## src/hdl/gioa_defs.vh

```
// constants of the guidance i/o adapter port
`ifndef GIOA_DEFS_VH
`define GIOA_DEFS_VH

// ****************************************
// word and timing
// ****************************************
`define GIOA_WORD_W 28
`define GIOA_BITCNT_W 5
`define GIOA_CLK_NS 4
`define GIOA_NS_PER_S 1000000000
`define GIOA_TLM_MAX_PER_S 240
`define GIOA_TIMER_PERIOD_NS 1000000
`define GIOA_INIT_HOLD_NS 4000

// ****************************************
// sizes
// ****************************************
`define GIOA_INT_N 4
`define GIOA_DLINE_DEPTH 16
`define GIOA_INT_DLY 8

// ****************************************
// select codes
// ****************************************
`define GIOA_SEL_DLINE 8'h01
`define GIOA_SEL_COUNTER 8'h02
`define GIOA_SEL_DISCRETE 8'h03
`define GIOA_SEL_TLM 8'h04
`define GIOA_SEL_INTSTAT 8'h05

// ****************************************
// direction line and reset values
// ****************************************
`define GIOA_DIR_TO_COMP 1'b1
`define GIOA_DOUT_RST 28'h0000000
`define GIOA_CNT_RST 28'h0000000

`endif

```

## src/hdl/gioa_dline.v

```verilog
// circulating delay line store, oldest word at the head
`timescale 1ns/10ps
module gioa_dline #(
  parameter WIDTH = 28,
  parameter DEPTH = 16
) (
  // clock and control
  input wire clk_in,
  input wire rst_in,
  input wire ce_in,
  // data
  input wire push_in,
  input wire [WIDTH-1:0] data_in,
  output wire [WIDTH-1:0] head_out
);
  localparam AW = (DEPTH > 1) ? $clog2(DEPTH) : 1;

  reg [WIDTH-1:0] mem [0:DEPTH-1];
  reg [AW-1:0] ptr_reg;
  wire [AW:0] ptr_inc;
  wire [AW-1:0] ptr_next;
  integer i;

  assign ptr_inc = {1'b0, ptr_reg} + {{AW{1'b0}}, 1'b1};
  assign ptr_next = (ptr_reg == DEPTH - 1) ? {AW{1'b0}} : ptr_inc[AW-1:0];
  assign head_out = mem[ptr_reg];

  // ****************************************
  // push: oldest word leaves, new word enters
  // ****************************************
  always @(posedge clk_in) begin
    if (rst_in) begin
      ptr_reg <= {AW{1'b0}};
      for (i = 0; i < DEPTH; i = i + 1) begin
        mem[i] <= {WIDTH{1'b0}};
      end
    end else if (ce_in && push_in) begin
      mem[ptr_reg] <= data_in;
      ptr_reg <= ptr_next;
    end
  end
endmodule // gioa_dline

```

## src/hdl/gioa_port.v

```verilog
// adapter side of the computer i/o port: select decode, serial words, devices
// What this block does
// - eight-line select code names the device; adapter decodes it
// - separate direction line marks input to or output from the computer
// - one interrupt output is the OR of discrete interrupt inputs
// - adapter also makes its own periodic timed interrupt
// - each word moves bit-serially on one input or one output line
// - decoded selection routes written words to, and reads words from, a device
// - delay line, counter and discrete buffers each have their own code
// - discrete inputs pack into a read word; written word sets discrete outputs
// - dedicated signals control computer start-up and initialisation
// - telemetry words leave no faster than 240 per second
// - a serial word is 28 bits long
// - discrete interrupts pass a delay line before reaching the computer
`timescale 1ns/10ps
`include "gioa_defs.vh"
module gioa_port #(
  parameter WORD_W = `GIOA_WORD_W,
  parameter INT_N = `GIOA_INT_N,
  parameter DLINE_DEPTH = `GIOA_DLINE_DEPTH,
  parameter INT_DLY = `GIOA_INT_DLY,
  parameter TLM_MIN_CYC = (`GIOA_NS_PER_S + `GIOA_TLM_MAX_PER_S * `GIOA_CLK_NS - 1) /
    (`GIOA_TLM_MAX_PER_S * `GIOA_CLK_NS),
  parameter TIMER_CYC = `GIOA_TIMER_PERIOD_NS / `GIOA_CLK_NS,
  parameter INIT_HOLD_CYC = (`GIOA_INIT_HOLD_NS + `GIOA_CLK_NS - 1) / `GIOA_CLK_NS
) (
  // clock, reset, enable
  input wire MCLK_IN,
  input wire RST_IN,
  input wire CE_IN,
  // computer link
  input wire BIT_CLK_IN,
  input wire XFER_IN,
  input wire [7:0] SEL_IN,
  input wire DIR_IN,
  input wire SER_DATA_IN,
  output reg SER_DATA_OUT,
  output reg INTR_OUT,
  // computer start-up
  input wire INIT_REQ_IN,
  output reg COMP_INIT_OUT,
  output reg COMP_RUN_OUT,
  // discrete signals and events
  input wire [INT_N-1:0] INT_SRC_IN,
  input wire [WORD_W-1:0] DISC_IN,
  output reg [WORD_W-1:0] DISC_OUT,
  input wire COUNT_PULSE_IN,
  // telemetry
  output reg [WORD_W-1:0] TLM_DATA_OUT,
  output reg TLM_STB_OUT
);
  // ****************************************
  // input synchronisers
  // ****************************************
  localparam SW = 14 + INT_N + WORD_W;
  localparam [1:0] ST_IDLE = 2'd0;
  localparam [1:0] ST_SHIFT = 2'd1;
  localparam [1:0] ST_DONE = 2'd2;
  localparam [4:0] LAST_BIT = WORD_W - 1;

  reg [SW-1:0] meta_reg;
  reg [SW-1:0] sync_reg;
  wire [SW-1:0] async_vec;
  wire bclk_s, xfer_s, sdi_s, dir_s, cnt_s, init_s;
  wire [7:0] sel_s;
  wire [INT_N-1:0] int_s;
  wire [WORD_W-1:0] disc_s;

  assign async_vec = {BIT_CLK_IN, XFER_IN, SER_DATA_IN, DIR_IN, SEL_IN, COUNT_PULSE_IN,
    INIT_REQ_IN, INT_SRC_IN, DISC_IN};
  assign {bclk_s, xfer_s, sdi_s, dir_s, sel_s, cnt_s, init_s, int_s, disc_s} = sync_reg;

  always @(posedge MCLK_IN) begin
    if (RST_IN) begin
      meta_reg <= {SW{1'b0}};
      sync_reg <= {SW{1'b0}};
    end else if (CE_IN) begin
      meta_reg <= async_vec;
      sync_reg <= meta_reg;
    end
  end

  // ****************************************
  // edge detection on synchronised lines
  // ****************************************
  reg bclk_d_reg, xfer_d_reg, cnt_d_reg;
  wire bit_rise, xfer_rise, cnt_rise;

  assign bit_rise = bclk_s & ~bclk_d_reg;
  assign xfer_rise = xfer_s & ~xfer_d_reg;
  assign cnt_rise = cnt_s & ~cnt_d_reg;

  always @(posedge MCLK_IN) begin
    if (RST_IN) begin
      bclk_d_reg <= 1'b0;
      xfer_d_reg <= 1'b0;
      cnt_d_reg <= 1'b0;
    end else if (CE_IN) begin
      bclk_d_reg <= bclk_s;
      xfer_d_reg <= xfer_s;
      cnt_d_reg <= cnt_s;
    end
  end

  // ****************************************
  // word transfer sequencer
  // ****************************************
  reg [1:0] state_reg;
  reg [7:0] xsel_reg;
  reg xdir_reg;
  reg [4:0] bitcnt_reg;
  reg [WORD_W-1:0] shift_reg;
  reg [WORD_W-1:0] read_word;
  wire word_end;
  wire [WORD_W-1:0] end_word;
  wire wr_end, rd_end;

  assign word_end = (state_reg == ST_SHIFT) && xfer_s && bit_rise &&
    (bitcnt_reg == LAST_BIT);
  assign end_word = {shift_reg[WORD_W-2:0], sdi_s};
  assign wr_end = word_end && (xdir_reg != `GIOA_DIR_TO_COMP);
  assign rd_end = word_end && (xdir_reg == `GIOA_DIR_TO_COMP);

  always @(posedge MCLK_IN) begin
    if (RST_IN) begin
      state_reg <= ST_IDLE;
      xsel_reg <= 8'h00;
      xdir_reg <= 1'b0;
      bitcnt_reg <= 5'h00;
      shift_reg <= {WORD_W{1'b0}};
      SER_DATA_OUT <= 1'b0;
    end else if (CE_IN) begin
      case (state_reg)
        ST_IDLE: begin
          SER_DATA_OUT <= 1'b0;
          if (xfer_rise) begin
            xsel_reg <= sel_s;
            xdir_reg <= dir_s;
            bitcnt_reg <= 5'h00;
            if (dir_s == `GIOA_DIR_TO_COMP) begin
              shift_reg <= read_word;
              SER_DATA_OUT <= read_word[WORD_W-1];
            end else begin
              shift_reg <= {WORD_W{1'b0}};
            end
            state_reg <= ST_SHIFT;
          end
        end
        ST_SHIFT: begin
          if (!xfer_s) begin
            // frame dropped early: partial word discarded
            state_reg <= ST_IDLE;
            SER_DATA_OUT <= 1'b0;
          end else if (bit_rise) begin
            shift_reg <= end_word;
            bitcnt_reg <= bitcnt_reg + 5'h01;
            if (xdir_reg == `GIOA_DIR_TO_COMP) begin
              SER_DATA_OUT <= shift_reg[WORD_W-2];
            end
            if (bitcnt_reg == LAST_BIT) begin
              state_reg <= ST_DONE;
              SER_DATA_OUT <= 1'b0;
            end
          end
        end
        ST_DONE: begin
          SER_DATA_OUT <= 1'b0;
          if (!xfer_s) begin
            state_reg <= ST_IDLE;
          end
        end
        default: begin
          state_reg <= ST_IDLE;
          SER_DATA_OUT <= 1'b0;
        end
      endcase
    end
  end

  // ****************************************
  // delay line device and interrupt buffer
  // ****************************************
  wire [WORD_W-1:0] dl_head;
  wire dl_push;
  wire [WORD_W-1:0] dl_din;
  wire [INT_N-1:0] int_dly;

  assign dl_push = word_end && (xsel_reg == `GIOA_SEL_DLINE);
  assign dl_din = wr_end ? end_word : dl_head;

  gioa_dline #(
    .WIDTH(WORD_W),
    .DEPTH(DLINE_DEPTH)
  ) u_dline (
    .clk_in(MCLK_IN),
    .rst_in(RST_IN),
    .ce_in(CE_IN),
    .push_in(dl_push),
    .data_in(dl_din),
    .head_out(dl_head)
  );

  gioa_dline #(
    .WIDTH(INT_N),
    .DEPTH(INT_DLY)
  ) u_int_dline (
    .clk_in(MCLK_IN),
    .rst_in(RST_IN),
    .ce_in(CE_IN),
    .push_in(1'b1),
    .data_in(int_s),
    .head_out(int_dly)
  );

  // ****************************************
  // counter, discrete outputs, timer
  // ****************************************
  reg [WORD_W-1:0] count_reg;
  reg [31:0] timer_reg;
  reg timer_flag_reg;
  wire timer_tick;
  wire timer_clr;

  assign timer_tick = (timer_reg == 32'h00000000);
  assign timer_clr = rd_end && (xsel_reg == `GIOA_SEL_INTSTAT);

  always @(posedge MCLK_IN) begin
    if (RST_IN) begin
      count_reg <= `GIOA_CNT_RST;
      DISC_OUT <= `GIOA_DOUT_RST;
      timer_reg <= TIMER_CYC - 1;
      timer_flag_reg <= 1'b0;
      INTR_OUT <= 1'b0;
    end else if (CE_IN) begin
      if (wr_end && (xsel_reg == `GIOA_SEL_COUNTER)) begin
        count_reg <= end_word;
      end else if (cnt_rise) begin
        count_reg <= count_reg + {{(WORD_W-1){1'b0}}, 1'b1};
      end
      if (wr_end && (xsel_reg == `GIOA_SEL_DISCRETE)) begin
        DISC_OUT <= end_word;
      end
      timer_reg <= timer_tick ? TIMER_CYC - 1 : timer_reg - 32'h00000001;
      if (timer_tick) begin
        timer_flag_reg <= 1'b1;
      end else if (timer_clr) begin
        timer_flag_reg <= 1'b0;
      end
      INTR_OUT <= (|int_dly) | timer_flag_reg;
    end
  end

  // ****************************************
  // read word selection
  // ****************************************
  always @* begin
    read_word = {WORD_W{1'b0}};
    case (sel_s)
      `GIOA_SEL_DLINE: read_word = dl_head;
      `GIOA_SEL_COUNTER: read_word = count_reg;
      `GIOA_SEL_DISCRETE: read_word = disc_s;
      `GIOA_SEL_INTSTAT: read_word[INT_N:0] = {timer_flag_reg, int_dly};
      default: read_word = {WORD_W{1'b0}};
    endcase
  end

  // ****************************************
  // telemetry with rate limit
  // ****************************************
  reg [31:0] tlm_gap_reg;
  reg [WORD_W-1:0] tlm_pend_reg;
  reg tlm_pend_valid_reg;
  wire tlm_wr;
  wire tlm_ok;

  assign tlm_wr = wr_end && (xsel_reg == `GIOA_SEL_TLM);
  assign tlm_ok = (tlm_gap_reg == 32'h00000000);

  always @(posedge MCLK_IN) begin
    if (RST_IN) begin
      tlm_gap_reg <= 32'h00000000;
      tlm_pend_reg <= {WORD_W{1'b0}};
      tlm_pend_valid_reg <= 1'b0;
      TLM_DATA_OUT <= {WORD_W{1'b0}};
      TLM_STB_OUT <= 1'b0;
    end else if (CE_IN) begin
      TLM_STB_OUT <= 1'b0;
      if (!tlm_ok) begin
        tlm_gap_reg <= tlm_gap_reg - 32'h00000001;
      end
      if (tlm_wr) begin
        // newest word replaces a still-waiting one
        tlm_pend_reg <= end_word;
        tlm_pend_valid_reg <= 1'b1;
      end else if (tlm_pend_valid_reg && tlm_ok) begin
        TLM_DATA_OUT <= tlm_pend_reg;
        TLM_STB_OUT <= 1'b1;
        tlm_pend_valid_reg <= 1'b0;
        tlm_gap_reg <= TLM_MIN_CYC - 1;
      end
    end
  end

  // ****************************************
  // computer start-up control
  // ****************************************
  reg [31:0] init_cnt_reg;

  always @(posedge MCLK_IN) begin
    if (RST_IN) begin
      init_cnt_reg <= INIT_HOLD_CYC;
      COMP_INIT_OUT <= 1'b1;
      COMP_RUN_OUT <= 1'b0;
    end else if (CE_IN) begin
      if (init_s) begin
        init_cnt_reg <= INIT_HOLD_CYC;
        COMP_INIT_OUT <= 1'b1;
        COMP_RUN_OUT <= 1'b0;
      end else if (init_cnt_reg != 32'h00000000) begin
        init_cnt_reg <= init_cnt_reg - 32'h00000001;
        COMP_INIT_OUT <= 1'b1;
        COMP_RUN_OUT <= 1'b0;
      end else begin
        COMP_INIT_OUT <= 1'b0;
        COMP_RUN_OUT <= 1'b1;
      end
    end
  end
endmodule // gioa_port

```

## config.mk

```make
export PLATFORM = sky130hd
export DESIGN_NAME = gioa_port
export DESIGN_NICKNAME = d
export VERILOG_FILES = /design/src/hdl/gioa_dline.v /design/src/hdl/gioa_port.v
export VERILOG_INCLUDE_DIRS = /design/src /design/src/hdl
export SDC_FILE = /design/constraint.sdc
export NUM_CORES = 1
export LEC_CHECK = 0
export BUFFER_PORTS_ARGS = -buffer_cell sky130_fd_sc_hd__buf_2
export CAP_MARGIN = 20
export CORE_MARGIN = 3
export CORE_UTILIZATION = 55
export DETAILED_ROUTE_END_ITERATION = 8
export HOLD_SLACK_MARGIN = 0.12
export PLACE_DENSITY = 0.75
export REMOVE_ABC_BUFFERS = 1
export SLEW_MARGIN = 20
export SYNTH_ARGS = -nofsm -noshare
export SYNTH_HDL_FRONTEND = slang
export SYNTH_SLANG_ARGS = --single-unit
```

## constraint.sdc

```tcl
create_clock -name MCLK_IN -period 4.65 [get_ports MCLK_IN]
set_clock_uncertainty 0.15 [all_clocks]
set_input_delay 1.1625 -clock MCLK_IN [delete_from_list [all_inputs] [get_ports MCLK_IN]]
set_output_delay 1.1625 -clock MCLK_IN [all_outputs]
set_load 0.01 [all_outputs]
```

==> results.py <==
metrics = {
    "worst_setup_path": {
        "critPathRequiredTime_ns": 4.82,
        "critPathMaxStageDelay_ns": 0.76,
        "worstReg2RegStart": "bitcnt_reg[0]",
        "cp.arrival_ns": 3.82,
        "worstSetupEndpointType": "flip-flop",
        "crit_family": "simple AND/OR/NAND/NOR gates",
        "critPathLaunch": "bitcnt_reg[0]",
        "crit_type": "flip-flop to flip-flop",
        "critPathMaxFanout": 29,
        "crit_slowest_cell": "or3_1",
        "worstPathCellList": "ha_1, nand4b_1, or3_1, nor4_1, buf_4, nand2_1, buf_4, nand2_1, buf_4",
        "crit_path_frequent_cell": "buf_4",
        "start_kind": "flip-flop",
        "worst-path-buf-inv": 3,
    },
    "global_route": {
        "overflow": 0,
        "use_met2_pct": 46.3,
        "antenna_found_initial": 0,
        "grt_max_degree": 230,
        "use_met3_pct": 5.52,
        "grtUsageMet1_pct": 36.5,
        "busiest_layer": "met2",
        "grt_pass1_vias": 26900,
        "grt_pass1_wl_um": 153000,
        "globalRouteTotalUtil_pct": 27.6,
    },
    "yosys": {
        "netlist_instances": 3321,
        "synth.area.top_cells": "edfxtp_1 39%, dfxtp_1 20%, mux4_2 7.5%",
        "synth.largest_area_cell": "edfxtp_1",
        "syn_area_um2": 37400,
        "avgSynthCellArea_um2": 11.3,
        "synth.distinct_cells": 77,
        "yosysSeqAreaShare_pct": 58.2,
        "synth_top_cell_area_share_pct": 38.6,
        "ys_ff_latch": 847,
        "ys_async_sr_fraction_pct": 0,
        "ys_warn_count": 0,
        "synth_edf_count": 480,
        "ys.flop_type": "edfxtp_1",
    },
    "place": {
        "dp_cells": 4127,
        "gp_congestion": 0.915,
        "place_hpwl_um": 62600,
        "port_buffers": 109,
    },
    "power": {
        "power_density_nw_per_um2": 427,
        "comb_power_share_pct": 13.1,
        "power_mw": 17.8,
        "p_leak_nw": 14.3,
        "cell_internal_pwr_mw": 13.1,
        "switchingPower_mw": 4.71,
        "p_sw_share_pct": 26.4,
        "pwr-share-seq_pct": 47.9,
        "pwr-share-clk_pct": 39.0,
        "irDropWorstVdd_mv": 0.592,
    },
    "cells_and_area": {
        "fin_nets": 3415,
        "layout-drive-gt1-share_pct": 16.7,
        "n_fill_cell": 5045,
        "layout_common_cells": "642 x nor2_1, 480 x edfxtp_1, 363 x dfxtp_1",
        "largest_register_ff_count": 448,
        "antenna_cells": 0,
        "area.growth.synth_to_final_pct": 11.8,
        "finalNonFillerCells": 4284,
        "layout_commonest_cell": "nor2_1",
    },
    "status": {
        "outcome": "complete, no violations",
    },
    "clock_network": {
        "clkLatencyLatePin_ns": 0.64,
        "clockBufferDepth": 3,
        "post_cts_resized": 0,
        "numCtsBuffers": 87,
        "cts-root-buf": "clkbuf_16",
        "cts_hold_buffers": 0,
        "cts_tree": "yes",
        "htreeDepth": 3,
        "cts_setup_buffers": 0,
        "clock-sinks": 847,
        "path_clk_slew_ns": 0.06,
    },
    "sta": {
        "drv_slew": 0,
        "tightestPinTransition_ns": 1.17,
        "setup-violations-final": 0,
        "hold_viol": 0,
        "rsz0062_at_grt": "no",
        "fin_crit_ns": 3.65,
        "fin_crit_sh_pct": 78.5,
        "max_freq_mhz": 274,
        "maxSlewHeadroom_pct": 21.1,
    },
    "routing": {
        "drt-total-wl_um": 98900,
        "viasPerCell": 6.34,
        "drtIter0Drc": 3359,
        "drt_first_pass_iters": 5,
        "drtAntennaViolNets": 0,
        "routed-via-count": 27200,
        "wl_per_cell_um": 23.1,
        "drcViolationCount": 0,
    },
    "die": {
        "initial_core_util_pct": 56.1,
        "ioPinCount": 110,
        "die_area_um2": 71100,
        "rows": 94,
        "die_w_um": 267,
        "die_h_um": 267,
        "core_area_um2": 66600,
    },
    "job": {
        "cap_violations": 0,
    },
    "min_path": {
        "hp-start": "DISC_OUT[7]",
        "hold_path_class": "flip-flop to flip-flop",
    },
}
-- routing by layer --
metal | vias to the layer above | part of all wire, %
li1 | 12200 | -
met1 | 13400 | 39
met2 | 1344 | 49
met3 | 199 | 9.1
met4 | 0 | 2.5
met5 | - | 0
-- synth_stat cells (all sizes together) (4+ instances only) --
library cell	n
nor2	643
edfxtp	480
dfxtp	367
nand2	247
clkbuf	231
a21oi	161
mux2i	143
o21ai	136
mux4	125
nand3	77
mux2	49
nor3	49
or3	47
nor4	46
and2	41
a211oi	36
xnor2	36
a221oi	33
o211ai	33
or4	33
buf	32
nand4	29
inv	28
o31ai	25
o22a	22
or2	19
and3	18
xor2	17
ha	14
a31oi	12
nand2b	9
nor2b	8
o41ai	8
and4	7
nand3b	5
nor4b	5
o22ai	5
o32ai	5
a21boi	4
-- per-stage QoR --
step                instance area [um^2]  util, %  worst slack, ns  TNS [ns]  hold slack, ns
finish                             41800     62.7            0.997         0           0.301
global route                       41800     62.7            0.902         0           0.320
CTS                                41800     62.7             1.10         0           0.303
detailed placement                 38900     58.4            0.884         0           0.294
global placement                   38900     58.4            0.954         0           0.288
floorplan                          36300        -            -2.26   -917.66           0.276
-- power by group through the flow --
stage          combinational [mW]  clock [mW]  sequential, mW
2_1_floorplan                1.57           0            8.60
3_3_place_gp                 2.17           0            8.65
3_5_place_dp                 2.29           0            8.68
4_1_cts                      2.31        7.02            8.53
5_1_grt                      2.57        7.34            8.58
6_report                     2.34        6.95            8.54
-- final timing paths --
kind / end / slack (ns) / cells after the start
min reg2reg: DISC_OUT[7] / 0.30 / 2
min: DISC_OUT[7] / 0.30 / 2
max reg2reg: u_dline.mem[9][9] / 1.0 / 9
max: u_dline.mem[9][9] / 1.0 / 9
-- layout make-up --
cell class                 count  area [um^2]  area share, %
clock buffer                 117         2440           5.84
clock inverter                40          409          0.980
inverter                      28          105          0.252
multi-input combinational   2183        14600           34.8
sequential                   847        21800           52.1
tap                          864         1080           2.59
timing repair buffer         205         1410           3.37
-- worst reg2reg max path, stage by stage (launching register included) --
cell	delay [ns]
dfxtp_1	0.36
ha_1	0.22
nand4b_1	0.39
or3_1	0.76
nor4_1	0.45
buf_4	0.22
nand2_1	0.06
buf_4	0.26
nand2_1	0.16
buf_4	0.29
-- kinds of logic after synthesis --
family	Yosys count	share of synthesized area (%)
multiplexers	317	12.8
AO/OA/AOI/OAI	502	8.39
XOR/XNOR	53	1.24
AND/OR/NAND/NOR	1297	15.7
buffers and inverters	291	3.09
flip-flops	847	58.2
adder cells (fa/ha/maj)	14	0.469
No activity file was read; power rests on OpenSTA's default activity.
